$ cat config.mk
export PLATFORM = sky130hd
export DESIGN_NAME = i2c_client
export DESIGN_NICKNAME = d
export VERILOG_FILES = /design/src/shared/i2c_client_pkg.sv /design/src/hw/i2c_client.sv
export SDC_FILE = /design/constraint.sdc
export NUM_CORES = 1
export LEC_CHECK = 0
export ABC_AREA = 1
export BUFFER_PORTS_ARGS = -buffer_cell sky130_fd_sc_hd__clkbuf_2
export CAP_MARGIN = 20
export CORE_ASPECT_RATIO = 1.2
export CORE_MARGIN = 2
export CORE_UTILIZATION = 55
export CTS_CLUSTER_DIAMETER = 40
export DETAILED_ROUTE_END_ITERATION = 8
export PLACE_DENSITY = 0.8
export SLEW_MARGIN = 20
export SYNTH_ARGS = -nofsm -noshare
export SYNTH_HDL_FRONTEND = slang
export SYNTH_SLANG_ARGS = --single-unit
$ cat constraint.sdc
create_clock -name clock_in -period 6.2 [get_ports clock_in]
set_clock_uncertainty 0.05 [all_clocks]
set_input_delay 0.62 -clock clock_in [delete_from_list [all_inputs] [get_ports clock_in]]
set_output_delay 0.62 -clock clock_in [all_outputs]
set_load 0.02 [all_outputs]
$ cat src/shared/i2c_client_pkg.sv
// Constants and types for the two-wire client command and status block
package i2c_client_pkg;

   // ==========================================================================
   // Register indices (byte address is four times the index)
   localparam logic [7:0] CTRL_A_IDX     = 8'h08;
   localparam logic [7:0] CTRL_B_IDX     = 8'h09;
   localparam logic [7:0] STATUS_IDX     = 8'h0b;
   localparam logic [7:0] ADDR_IDX       = 8'h0c;
   localparam logic [7:0] DATA_IDX       = 8'h0d;
   localparam logic [7:0] IRQ_STATUS_IDX = 8'h10;
   localparam logic [7:0] IRQ_MASK_IDX   = 8'h11;

   // ==========================================================================
   // Field positions
   localparam int CTRL_A_ENABLE_POS = 0;
   localparam int CTRL_A_ADDRESS_STOP_IRQ_ENABLE_POS  = 6;
   localparam int CTRL_A_DATA_IRQ_ENABLE_POS   = 7;
   localparam int CTRL_B_ACK_POS    = 2;
   localparam int STATUS_DIF_POS    = 7;
   localparam int STATUS_ADDRESS_STOP_FLAG_POS   = 6;
   localparam int STATUS_COLLISION_FLAG_POS   = 3;
   localparam int STATUS_BUS_ERROR_FLAG_POS = 2;

   // ==========================================================================
   // Commands and reset values
   localparam logic [1:0] NOACT_CMD                = 2'h0;
   localparam logic [1:0] COMPLETE_TRANSACTION_CMD = 2'h2;
   localparam logic [1:0] RESPONSE_CMD             = 2'h3;
   localparam logic [7:0] REG_RESET                = 8'h00;
   localparam logic [3:0] BYTE_BITS                = 4'h8;
   localparam int         SYNC_STAGES              = 3;

   // ==========================================================================
   // Status register layout
   typedef struct packed {
      logic data_done_flag;
      logic address_stop_flag;
      logic hold;
      logic received_ack_bit;
      logic collision_flag;
      logic bus_error_flag;
      logic dir;
      logic ap;
   } status_type;

   // Sticky interrupt events
   typedef struct packed {
      logic bus_error_flag;
      logic collision_flag;
      logic address_stop_flag;
      logic data_done_flag;
   } irq_type;

   typedef enum logic [2:0] {
      st_idle, st_addr, st_hold, st_ack, st_rx, st_tx, st_received_ack_bit, st_wait
   } client_state_type;

endpackage : i2c_client_pkg

$ cat src/hw/i2c_client.sv
// Two-wire client command handling and status flags with APB registers
//
// Design decision made here: the APB register port.
module i2c_client
   import i2c_client_pkg::*;
(
   // Clock and reset
   input  wire logic        clock_in,
   input  wire logic        srst_in,
   // APB slave
   input  wire logic        psel_in,
   input  wire logic        penable_in,
   input  wire logic        pwrite_in,
   input  wire logic [7:0]  paddr_in,
   input  wire logic [31:0] pwdata_in,
   output logic      [31:0] prdata_out,
   output logic             pready_out,
   output logic             pslverr_out,
   // Bus pins
   input  wire logic        scl_in,
   output logic             scl_out,
   output logic             scl_oe_out,
   input  wire logic        sda_in,
   output logic             sda_out,
   output logic             sda_oe_out,
   // Interrupts
   output logic             data_irq_out,
   output logic             addr_irq_out,
   output logic             irq_out
);

   // ==========================================================================
   // Pin synchronisers
   logic [SYNC_STAGES-1:0] scl_sync_ff;
   logic [SYNC_STAGES-1:0] sda_sync_ff;
   logic                   scl_ff;
   logic                   sda_ff;
   logic                   scl_prev_ff;
   logic                   sda_prev_ff;

   always_ff @(posedge clock_in) begin
      if (srst_in) begin
         scl_sync_ff <= '1;
         sda_sync_ff <= '1;
      end else begin
         scl_sync_ff <= {scl_sync_ff[SYNC_STAGES-2:0], scl_in};
         sda_sync_ff <= {sda_sync_ff[SYNC_STAGES-2:0], sda_in};
      end
   end

   always_ff @(posedge clock_in) begin
      if (srst_in) begin
         scl_ff      <= 1'b1;
         sda_ff      <= 1'b1;
         scl_prev_ff <= 1'b1;
         sda_prev_ff <= 1'b1;
      end else begin
         if (scl_sync_ff[1] == scl_sync_ff[2]) begin
            scl_ff <= scl_sync_ff[2];
         end
         if (sda_sync_ff[1] == sda_sync_ff[2]) begin
            sda_ff <= sda_sync_ff[2];
         end
         scl_prev_ff <= scl_ff;
         sda_prev_ff <= sda_ff;
      end
   end

   logic scl_rise;
   logic scl_fall;
   logic start_evt;
   logic stop_evt;
   assign scl_rise  = scl_ff & ~scl_prev_ff;
   assign scl_fall  = ~scl_ff & scl_prev_ff;
   assign start_evt = scl_ff & scl_prev_ff & sda_prev_ff & ~sda_ff;
   assign stop_evt  = scl_ff & scl_prev_ff & ~sda_prev_ff & sda_ff;

   // ==========================================================================
   // APB decode, one wait state
   logic       pready_ff;
   logic       apb_done;
   logic       wr_done;
   logic       rd_done;
   logic [7:0] reg_idx;
   logic       mapped;

   assign reg_idx  = {2'h0, paddr_in[7:2]};
   assign apb_done = psel_in & penable_in & pready_ff;
   assign wr_done  = apb_done & pwrite_in;
   assign rd_done  = apb_done & ~pwrite_in;
   assign mapped   = (paddr_in[1:0] == 2'h0) &&
                     (reg_idx inside {CTRL_A_IDX, CTRL_B_IDX, STATUS_IDX, ADDR_IDX,
                                      DATA_IDX, IRQ_STATUS_IDX, IRQ_MASK_IDX});

   always_ff @(posedge clock_in) begin
      if (srst_in) begin
         pready_ff <= 1'b0;
      end else begin
         pready_ff <= psel_in & penable_in & ~pready_ff;
      end
   end

   assign pready_out = pready_ff;

   // ==========================================================================
   // Software registers
   logic [7:0]       ctrl_a_ff;
   logic [1:0]       cmd_ff;
   logic             acknowledge_action_bit_ff;
   logic [7:0]       addr_ff;
   logic [7:0]       data_ff;
   irq_type          irq_mask_ff;
   irq_type          irq_stat_ff;
   status_type       st_ff;
   logic             cmd_wr;
   logic             data_acc;
   logic             flag_clr;

   assign cmd_wr   = wr_done && reg_idx == CTRL_B_IDX;
   assign data_acc = apb_done && reg_idx == DATA_IDX;
   assign flag_clr = cmd_wr | data_acc;

   always_ff @(posedge clock_in) begin
      if (srst_in) begin
         ctrl_a_ff   <= REG_RESET;
         addr_ff     <= REG_RESET;
         irq_mask_ff <= '0;
      end else if (wr_done) begin
         if (reg_idx == CTRL_A_IDX) begin
            ctrl_a_ff <= pwdata_in[7:0];
         end
         if (reg_idx == ADDR_IDX) begin
            addr_ff <= pwdata_in[7:0];
         end
         if (reg_idx == IRQ_MASK_IDX) begin
            irq_mask_ff <= pwdata_in[3:0];
         end
      end
   end

   // Acknowledge bit stored at the same edge as the command
   always_ff @(posedge clock_in) begin
      if (srst_in) begin
         cmd_ff    <= NOACT_CMD;
         acknowledge_action_bit_ff <= 1'b0;
      end else if (cmd_wr) begin
         cmd_ff    <= pwdata_in[1:0];
         acknowledge_action_bit_ff <= pwdata_in[CTRL_B_ACK_POS];
      end
   end

   // ==========================================================================
   // Client state machine
   client_state_type state_ff;
   client_state_type nxt_state;
   logic [3:0]       cnt_ff;
   logic [7:0]       shift_ff;
   logic             fin_ff;
   logic             cause_data_ff;
   logic             set_dif;
   logic             set_address_stop_flag_adr;
   logic             set_address_stop_flag_stop;
   logic             set_collision_flag;
   logic             set_bus_error_flag;
   logic             released;
   logic             enabled;
   logic             addr_match;

   assign enabled    = ctrl_a_ff[CTRL_A_ENABLE_POS];
   assign released   = state_ff == st_hold && !st_ff.data_done_flag && !st_ff.address_stop_flag;
   assign addr_match = shift_ff[7:1] == addr_ff[7:1];

   always_comb begin
      nxt_state     = state_ff;
      set_dif       = 1'b0;
      set_address_stop_flag_adr  = 1'b0;
      set_address_stop_flag_stop = 1'b0;
      set_collision_flag      = 1'b0;
      set_bus_error_flag    = 1'b0;
      if (!enabled) begin
         nxt_state = st_idle;
      end else if (start_evt) begin
         nxt_state = st_addr;
      end else if (stop_evt && state_ff != st_idle) begin
         nxt_state     = st_idle;
         set_address_stop_flag_stop = 1'b1;
         set_bus_error_flag    = state_ff == st_addr && cnt_ff == 4'h0;
      end else begin
         unique case (state_ff)
            st_idle, st_wait: begin
               nxt_state = state_ff;
            end
            st_addr: begin
               if (scl_fall && cnt_ff == BYTE_BITS) begin
                  nxt_state    = addr_match ? st_hold : st_wait;
                  set_address_stop_flag_adr = addr_match;
               end
            end
            st_hold: begin
               if (released) begin
                  if (cmd_ff == COMPLETE_TRANSACTION_CMD) begin
                     nxt_state = st_ff.dir ? st_wait : st_ack;
                  end else if (cause_data_ff && st_ff.dir) begin
                     nxt_state = st_tx;
                  end else begin
                     nxt_state = st_ack;
                  end
               end
            end
            st_ack: begin
               if (scl_fall) begin
                  if (fin_ff || acknowledge_action_bit_ff) begin
                     nxt_state = st_wait;
                  end else begin
                     nxt_state = st_ff.dir ? st_tx : st_rx;
                  end
               end
            end
            st_rx: begin
               if (scl_fall && cnt_ff == BYTE_BITS) begin
                  nxt_state = st_hold;
                  set_dif   = 1'b1;
               end
            end
            st_tx: begin
               set_collision_flag = scl_rise && shift_ff[7] && !sda_ff;
               if (scl_fall && cnt_ff == BYTE_BITS) begin
                  nxt_state = st_received_ack_bit;
               end
            end
            st_received_ack_bit: begin
               if (scl_fall) begin
                  nxt_state = st_hold;
                  set_dif   = 1'b1;
               end
            end
         endcase
      end
   end

   always_ff @(posedge clock_in) begin
      if (srst_in) begin
         state_ff      <= st_idle;
         cnt_ff        <= 4'h0;
         shift_ff      <= 8'h00;
         fin_ff        <= 1'b0;
         cause_data_ff <= 1'b0;
      end else begin
         state_ff <= nxt_state;
         if (nxt_state == st_tx && state_ff != st_tx) begin
            shift_ff <= data_ff;
            cnt_ff   <= 4'h0;
         end else if (nxt_state != state_ff) begin
            cnt_ff <= 4'h0;
         end else if (state_ff == st_tx && scl_rise) begin
            cnt_ff <= cnt_ff + 4'h1;
         end else if (state_ff == st_tx && scl_fall) begin
            shift_ff <= {shift_ff[6:0], 1'b0};
         end else if ((state_ff == st_addr || state_ff == st_rx) && scl_rise) begin
            shift_ff <= {shift_ff[6:0], sda_ff};
            cnt_ff   <= cnt_ff + 4'h1;
         end
         if (state_ff == st_hold && released) begin
            fin_ff <= cmd_ff == COMPLETE_TRANSACTION_CMD;
         end
         if (set_dif) begin
            cause_data_ff <= 1'b1;
         end else if (set_address_stop_flag_adr) begin
            cause_data_ff <= 1'b0;
         end
      end
   end

   // ==========================================================================
   // Data register: software access or received byte
   always_ff @(posedge clock_in) begin
      if (srst_in) begin
         data_ff <= REG_RESET;
      end else if (state_ff == st_rx && set_dif) begin
         data_ff <= shift_ff;
      end else if (wr_done && reg_idx == DATA_IDX) begin
         data_ff <= pwdata_in[7:0];
      end
   end

   // ==========================================================================
   // Status flags, set wins over clear
   logic sw_w1c;
   assign sw_w1c = wr_done && reg_idx == STATUS_IDX;

   always_ff @(posedge clock_in) begin
      if (srst_in) begin
         st_ff <= '0;
      end else begin
         if (set_dif) begin
            st_ff.data_done_flag <= 1'b1;
         end else if (flag_clr || (sw_w1c && pwdata_in[STATUS_DIF_POS])) begin
            st_ff.data_done_flag <= 1'b0;
         end
         if (set_address_stop_flag_adr || set_address_stop_flag_stop) begin
            st_ff.address_stop_flag <= 1'b1;
            st_ff.ap   <= set_address_stop_flag_adr;
         end else if (flag_clr || (sw_w1c && pwdata_in[STATUS_ADDRESS_STOP_FLAG_POS])) begin
            st_ff.address_stop_flag <= 1'b0;
         end
         if (set_collision_flag) begin
            st_ff.collision_flag <= 1'b1;
         end else if (start_evt || (sw_w1c && pwdata_in[STATUS_COLLISION_FLAG_POS])) begin
            st_ff.collision_flag <= 1'b0;
         end
         if (set_bus_error_flag) begin
            st_ff.bus_error_flag <= 1'b1;
         end else if (sw_w1c && pwdata_in[STATUS_BUS_ERROR_FLAG_POS]) begin
            st_ff.bus_error_flag <= 1'b0;
         end
         if (set_address_stop_flag_adr) begin
            st_ff.dir <= shift_ff[0];
         end
         if (state_ff == st_received_ack_bit && scl_rise) begin
            st_ff.received_ack_bit <= sda_ff;
         end
         st_ff.hold <= nxt_state == st_hold && (set_dif || set_address_stop_flag_adr ||
                       st_ff.data_done_flag || st_ff.address_stop_flag);
      end
   end

   // ==========================================================================
   // Pin drive
   always_comb begin
      scl_out    = 1'b0;
      sda_out    = 1'b0;
      scl_oe_out = st_ff.hold;
      unique case (state_ff)
         st_ack:   sda_oe_out = !acknowledge_action_bit_ff;
         st_tx:    sda_oe_out = !shift_ff[7];
         default:  sda_oe_out = 1'b0;
      endcase
   end

   // ==========================================================================
   // Interrupts and read back
   irq_type irq_evt;
   logic    irq_rd;
   assign irq_evt = {set_bus_error_flag, set_collision_flag, set_address_stop_flag_adr | set_address_stop_flag_stop, set_dif};
   assign irq_rd  = rd_done && reg_idx == IRQ_STATUS_IDX;

   always_ff @(posedge clock_in) begin
      if (srst_in) begin
         irq_stat_ff <= '0;
      end else begin
         irq_stat_ff <= irq_evt | (irq_rd ? irq_type'(4'h0) : irq_stat_ff);
      end
   end

   assign data_irq_out = st_ff.data_done_flag & ctrl_a_ff[CTRL_A_DATA_IRQ_ENABLE_POS];
   assign addr_irq_out = st_ff.address_stop_flag & ctrl_a_ff[CTRL_A_ADDRESS_STOP_IRQ_ENABLE_POS];
   assign irq_out      = |(irq_stat_ff & irq_mask_ff);

   always_ff @(posedge clock_in) begin
      if (srst_in) begin
         prdata_out  <= 32'h0;
         pslverr_out <= 1'b0;
      end else if (psel_in && penable_in && !pready_ff) begin
         pslverr_out <= !mapped;
         unique case (reg_idx)
            CTRL_A_IDX:     prdata_out <= {24'h0, ctrl_a_ff};
            CTRL_B_IDX:     prdata_out <= {29'h0, acknowledge_action_bit_ff, cmd_ff};
            STATUS_IDX:     prdata_out <= {24'h0, st_ff};
            ADDR_IDX:       prdata_out <= {24'h0, addr_ff};
            DATA_IDX:       prdata_out <= {24'h0, data_ff};
            IRQ_STATUS_IDX: prdata_out <= {28'h0, irq_stat_ff};
            IRQ_MASK_IDX:   prdata_out <= {28'h0, irq_mask_ff};
            default:        prdata_out <= 32'h0;
         endcase
      end
   end
endmodule : i2c_client

Word-level counts from Yosys, hierarchy flattened
Index checks and enable logic that the tools add are counted.
Widths: inputs -> output; s select.
- register bits: 104
- input port bits: 47
- output and inout port bits: 41
- logic and storage cells: 211
- $add $sub $neg: 1
- equal/unequal tests: 26
- mux-type cells: 60
- bitwise operators: 24
- reductions and logical operators: 65
- operators with widths (kind ; count):
    $mux 8 ; 7
    $pmux 8 s7 ; 1
    $mux 3 ; 13
    $mux 1 ; 31
    $eq 6x4->1 const B ; 5
    $logic_and 1x1->1 ; 28
    $pmux 3 s7 ; 1
    $mux 4 ; 4
    $eq 3x3->1 const B ; 5
    $and 1x1->1 ; 14
    $reduce_bool 2->1 ; 7
    $eq 6x5->1 const B ; 2
    $eq 3x2->1 const B ; 3
    $logic_or 1x1->1 ; 9
    $reduce_and 2->1 ; 4
    $eq 7x7->1 ; 1
    $logic_not 1->1 ; 7
    $reduce_bool 7->1 ; 1
    $ne 2x2->1 const B ; 3
    $not 1->1 ; 6
    $reduce_bool 3->1 ; 2
    $add 4x1->4 const B ; 1
    $and 4x4->4 ; 1
    $eq 4x4->1 const B ; 1
    16 further kinds ; 19

Depth between registers and ports, before layout
- depth after elaboration: 12
- gate-level depth with buffers: 19
- depth with buffers taken out: 18

Worst setup path after synthesis
No wires, ideal clock.
- path kind: in2reg
- from: input paddr_in[7]
- to: register addr_ff[3]
- library setup time: 0.127 ns
- data arrival time: 2.060 ns
- required time: 6.023 ns
- slack: 3.963 ns
- stages on the path: 9
- buffers on the path: 1
- cells stage by stage: nor2_1 inv_1 nor3_1 inv_1 nor2_1 inv_1 clkbuf_1 o21ai_0 a21oi_1
- word-level cells in the longest chain between the ends: 2
- ends and longest elaborated chain (item ; line ; source):
    start: declaration ; i2c_client.sv:14 ; input wire logic [7:0] paddr_in,
    $eq 6x4->1 ; i2c_client.sv:132 ; if (reg_idx == ADDR_IDX) begin
    $reduce_and 2->1 (no source line) ; -- ;
    end signal: assignment ; i2c_client.sv:133 ; addr_ff <= pwdata_in[7:0];
    end: declaration ; i2c_client.sv:110 ; logic [7:0] addr_ff;
Every way passes these cells.
A chain may end at the register's enable or synchronous reset.

Final worst setup path
- from: input paddr_in[7]
- to: register data_ff[6]
- word-level cells in the longest chain between the ends: 3
- ends and longest elaborated chain (item ; line ; source):
    $eq 6x4->1 ; i2c_client.sv:281 ; end else if (wr_done && reg_idx == DATA_IDX) begin
    $logic_and 1x1->1 ; i2c_client.sv:281 ;
    $reduce_bool 2->1 (no source line) ; -- ;
    end signal: assignment ; i2c_client.sv:280 ; data_ff <= shift_ff;
    end signal: assignment ; i2c_client.sv:282 ; data_ff <= pwdata_in[7:0];
    end: declaration ; i2c_client.sv:111 ; logic [7:0] data_ff;
Every way passes these cells.

==> reports/qor.yml <==
core_sq_um: 7664
clkSinkCount: 80
multi_input_area_sq_um: 2230
place_congestion: 0.9239
critPathKind: "input port to flip-flop"
grt_pass1_wl_microns: 18590
syn_area_per_cell_sq_um: 6.850
comb_power_share: 0.049
slew_headroom: 0.5089
die_area_sq_um: 8652
total_leakage_power_nw: 2.060
post_cts_buffers: 0
grt_max_degree: 46
post_cts_resized: 0
max_freq_mhz: 368.7
fin_ws_ns: 3.488
worstPathCellList: "clkbuf_2, nor2_1, inv_1, nor3_2, inv_1, nor2_1, o21ai_0, a21oi_1, a211oi_1"
met2_usage: 0.4507
end_kind: "flip-flop"
synth-xor-area-share: 0.006031
worstPathArrival_ns: 2.88
grt_pass1_vias: 3887
setup_viol_count_final: 0
hp-class: "flip-flop to flip-flop"
remaining_drc_errors: 0
swShare: 0.2445
drv_slew: 0
grt_usage: 0.2724
ys_ff_latch: 80
fin_crit_ns: 2.712
synth_top_area_cell: "dfxtp_1"
synth_area_leaders: "dfxtp_1 37%, nand2_1 11%, inv_1 7.0%"
pwr-share-clk: 0.465
path_clk_slew_ns: 0.09
cts_buffer_depth: 2
yosys_warnings: 0
crit_required_ns: 6.37
drtIter0Drc: 389
grt_util_met3: 0.04564
antenna_found_initial: 0
row_count: 35
io_pins: 88
numCtsBuffers: 9
status: "complete, no violations"
wirelength_microns: 11480
ys_types: 46
syn_inst: 636
path_buf_inv: 3
cts_tree: "done"
synthAdderAreaFrac: 0.005744
vias: 4303
muxShareOfSynthArea: 0
synth_top_area_share: 0.3676
netSwitchingPower_mw: 0.2605
maxCapViolations: 0
holdBufCountCts: 0
die_x_microns: 85.25
hpwl_microns: 8523
power.density_nw_per_um2: 225.1
grt_busiest_layer: "met2"
htreeDepth: 3
cts-root-buf: "clkbuf_8"
antenna_left: 0
async_reset_ff_frac: 0
crit_family: "simple AND/OR/NAND/NOR gates"
vdd_drop_max_mv: 0.1772
fin_cells: 767
hold_viol: 0
start_kind: "input port"
synth_top_family_by_area: "simple AND/OR/NAND/NOR gates"
dp_cells: 751
syn_area_sq_um: 4357
pre_cts_slack_ns: 3.176
port_buffers: 37
clock_latency_ns: 0.37
p_int_mw: 0.8048
fillers: 730
synth_compound_area_frac: 0.1717
synth-edff-count: 0
nets: 719
worstPathMaxFanout: 10
die_h_microns: 101.5
use_met1: 0.3535
diodes: 0
firstDrtPassIters: 5
rsz0062_at_grt: "false"
tns_ns: 0
worst_slew_pin_slew_ns: 0.7326
power_frac_seq: 0.485
timing.final.crit_share: 0.4374
synth_ff_type: "dfxtp_1"
via_per_inst: 5.610
ys_seq_area_frac: 0.3676
synth_simple_gate_area_frac: 0.3059
regArea_sq_um: 1602
drive_above_1_share: 0.1393
grt-ovfl-total: 0
start_util: 0.5685
cpPeakStageDelay_ns: 0.61
area_delta_synth_final_pct: 8.644
critPathSlowestCell: "nor3_2"
wire_per_inst_microns: 14.97
==> synthesized netlist by cell type (2+ instances only) <==
| library cell | number |
|---|---|
| nor3_1 | 6 |
| nor4_1 | 2 |
| inv_1 | 81 |
| nand4_1 | 16 |
| nand2_1 | 130 |
| clkinv_1 | 4 |
| buf_4 | 26 |
| o21ai_0 | 50 |
| nor2_2 | 4 |
| buf_6 | 3 |
| a211oi_1 | 2 |
| nor3_2 | 2 |
| dfxtp_1 | 80 |
| inv_2 | 5 |
| a21oi_1 | 41 |
| nor3b_1 | 2 |
| nand3_1 | 30 |
| clkbuf_1 | 9 |
| nand3_2 | 5 |
| a31oi_1 | 7 |
| ha_1 | 2 |
| or2_2 | 6 |
| nor2_1 | 76 |
| a22oi_1 | 10 |
| a21oi_2 | 8 |
| nand2_2 | 5 |
| o22ai_1 | 4 |
| xnor2_1 | 2 |
==> cell type report <==
type | instances | area share
Sequential cell | 80 | 0.3384
Tap cell | 92 | 0.02432
Inverter | 90 | 0.07137
Clock inverter | 7 | 0.02802
Multi-Input combinational cell | 451 | 0.4711
Timing Repair Buffer | 38 | 0.04071
Clock buffer | 9 | 0.02617
==> registers in the layout (all words and copies together), names as in the netlist, 2 cells and up <==
name         cells
sda_sync_ff      3
cmd_ff           2
ctrl_a_ff        8
addr_ff          8
shift_ff         8
prdata_out       8
irq_stat_ff      4
data_ff          8
scl_sync_ff      3
irq_mask_ff      4
cnt_ff           4
st_ff            7
state_ff         3
==> cell families (layout without fill, tap and decap cells) <==
kind of cell,Yosys count,in the layout
AND/OR/NAND/NOR,290,290
XOR/XNOR,3,3
buffers and inverters,130,144
AO/OA/AOI/OAI,130,130
adder cells (fa/ha/maj),2,2
flip-flops,80,80
other,1,26
==> through the flow <==
step	utilization	power (mW)	hold slack (ns)	instance area, sq um
6_report	0.6176	1.065	0.3720	4733
5_1_grt	0.6176	1.095	0.3834	4733
4_1_cts	0.6176	1.069	0.3764	4733
3_5_place_dp	0.5842	0.5807	0.3509	4477
3_3_place_gp	0.5842	0.5796	0.3426	4477
2_1_floorplan	-	0.5761	0.3395	4451
==> layout by cell type (no fill, tap or decap), types with 5 or more instances in the layout <==
cell type  count
a21oi_1       41
a21oi_2        8
a22oi_1       10
a31oi_1        7
clkbuf_2      37
clkbuf_8       9
conb_1        26
dfxtp_1       80
inv_1         81
inv_2          5
nand2_1      130
nand2_2        5
nand3_1       30
nand3_2        5
nand4_1       16
nor2_1        76
nor3_1         6
o21ai_0       50
or2_2          6
==> power groups by stage <==
stage	clock, mW	sequential (mW)	combinational, mW
2_1_floorplan	0	0.530	0.0465
3_3_place_gp	0	0.529	0.0507
3_5_place_dp	0	0.529	0.0517
4_1_cts	0.500	0.517	0.0518
5_1_grt	0.520	0.517	0.0571
6_report	0.496	0.517	0.0525
==> metal layers <==
layer	wire length (microns)	share of wire
met2	5396	0.47
met5	0	0
met1	4886	0.43
met3	878	0.076
met4	318	0.028
==> path summary, 6_finish.rpt <==
kind / end / cells after the start / slack [ns] / start
worst max register to register: shift_ff[7]$_SDFFE_PP0P_ / 17 / 3.52 / shift_ff[7]$_SDFFE_PP0P_
worst min register to register: sda_sync_ff[1]$_SDFF_PP1_ / 1 / 0.37 / sda_sync_ff[0]$_SDFF_PP1_
worst min-delay path: sda_sync_ff[1]$_SDFF_PP1_ / 1 / 0.37 / sda_sync_ff[0]$_SDFF_PP1_
worst max-delay path: data_ff[6]$_SDFFE_PP0P_ / 9 / 3.49 / paddr_in[7]
Power figures use the tool's default switching activity.
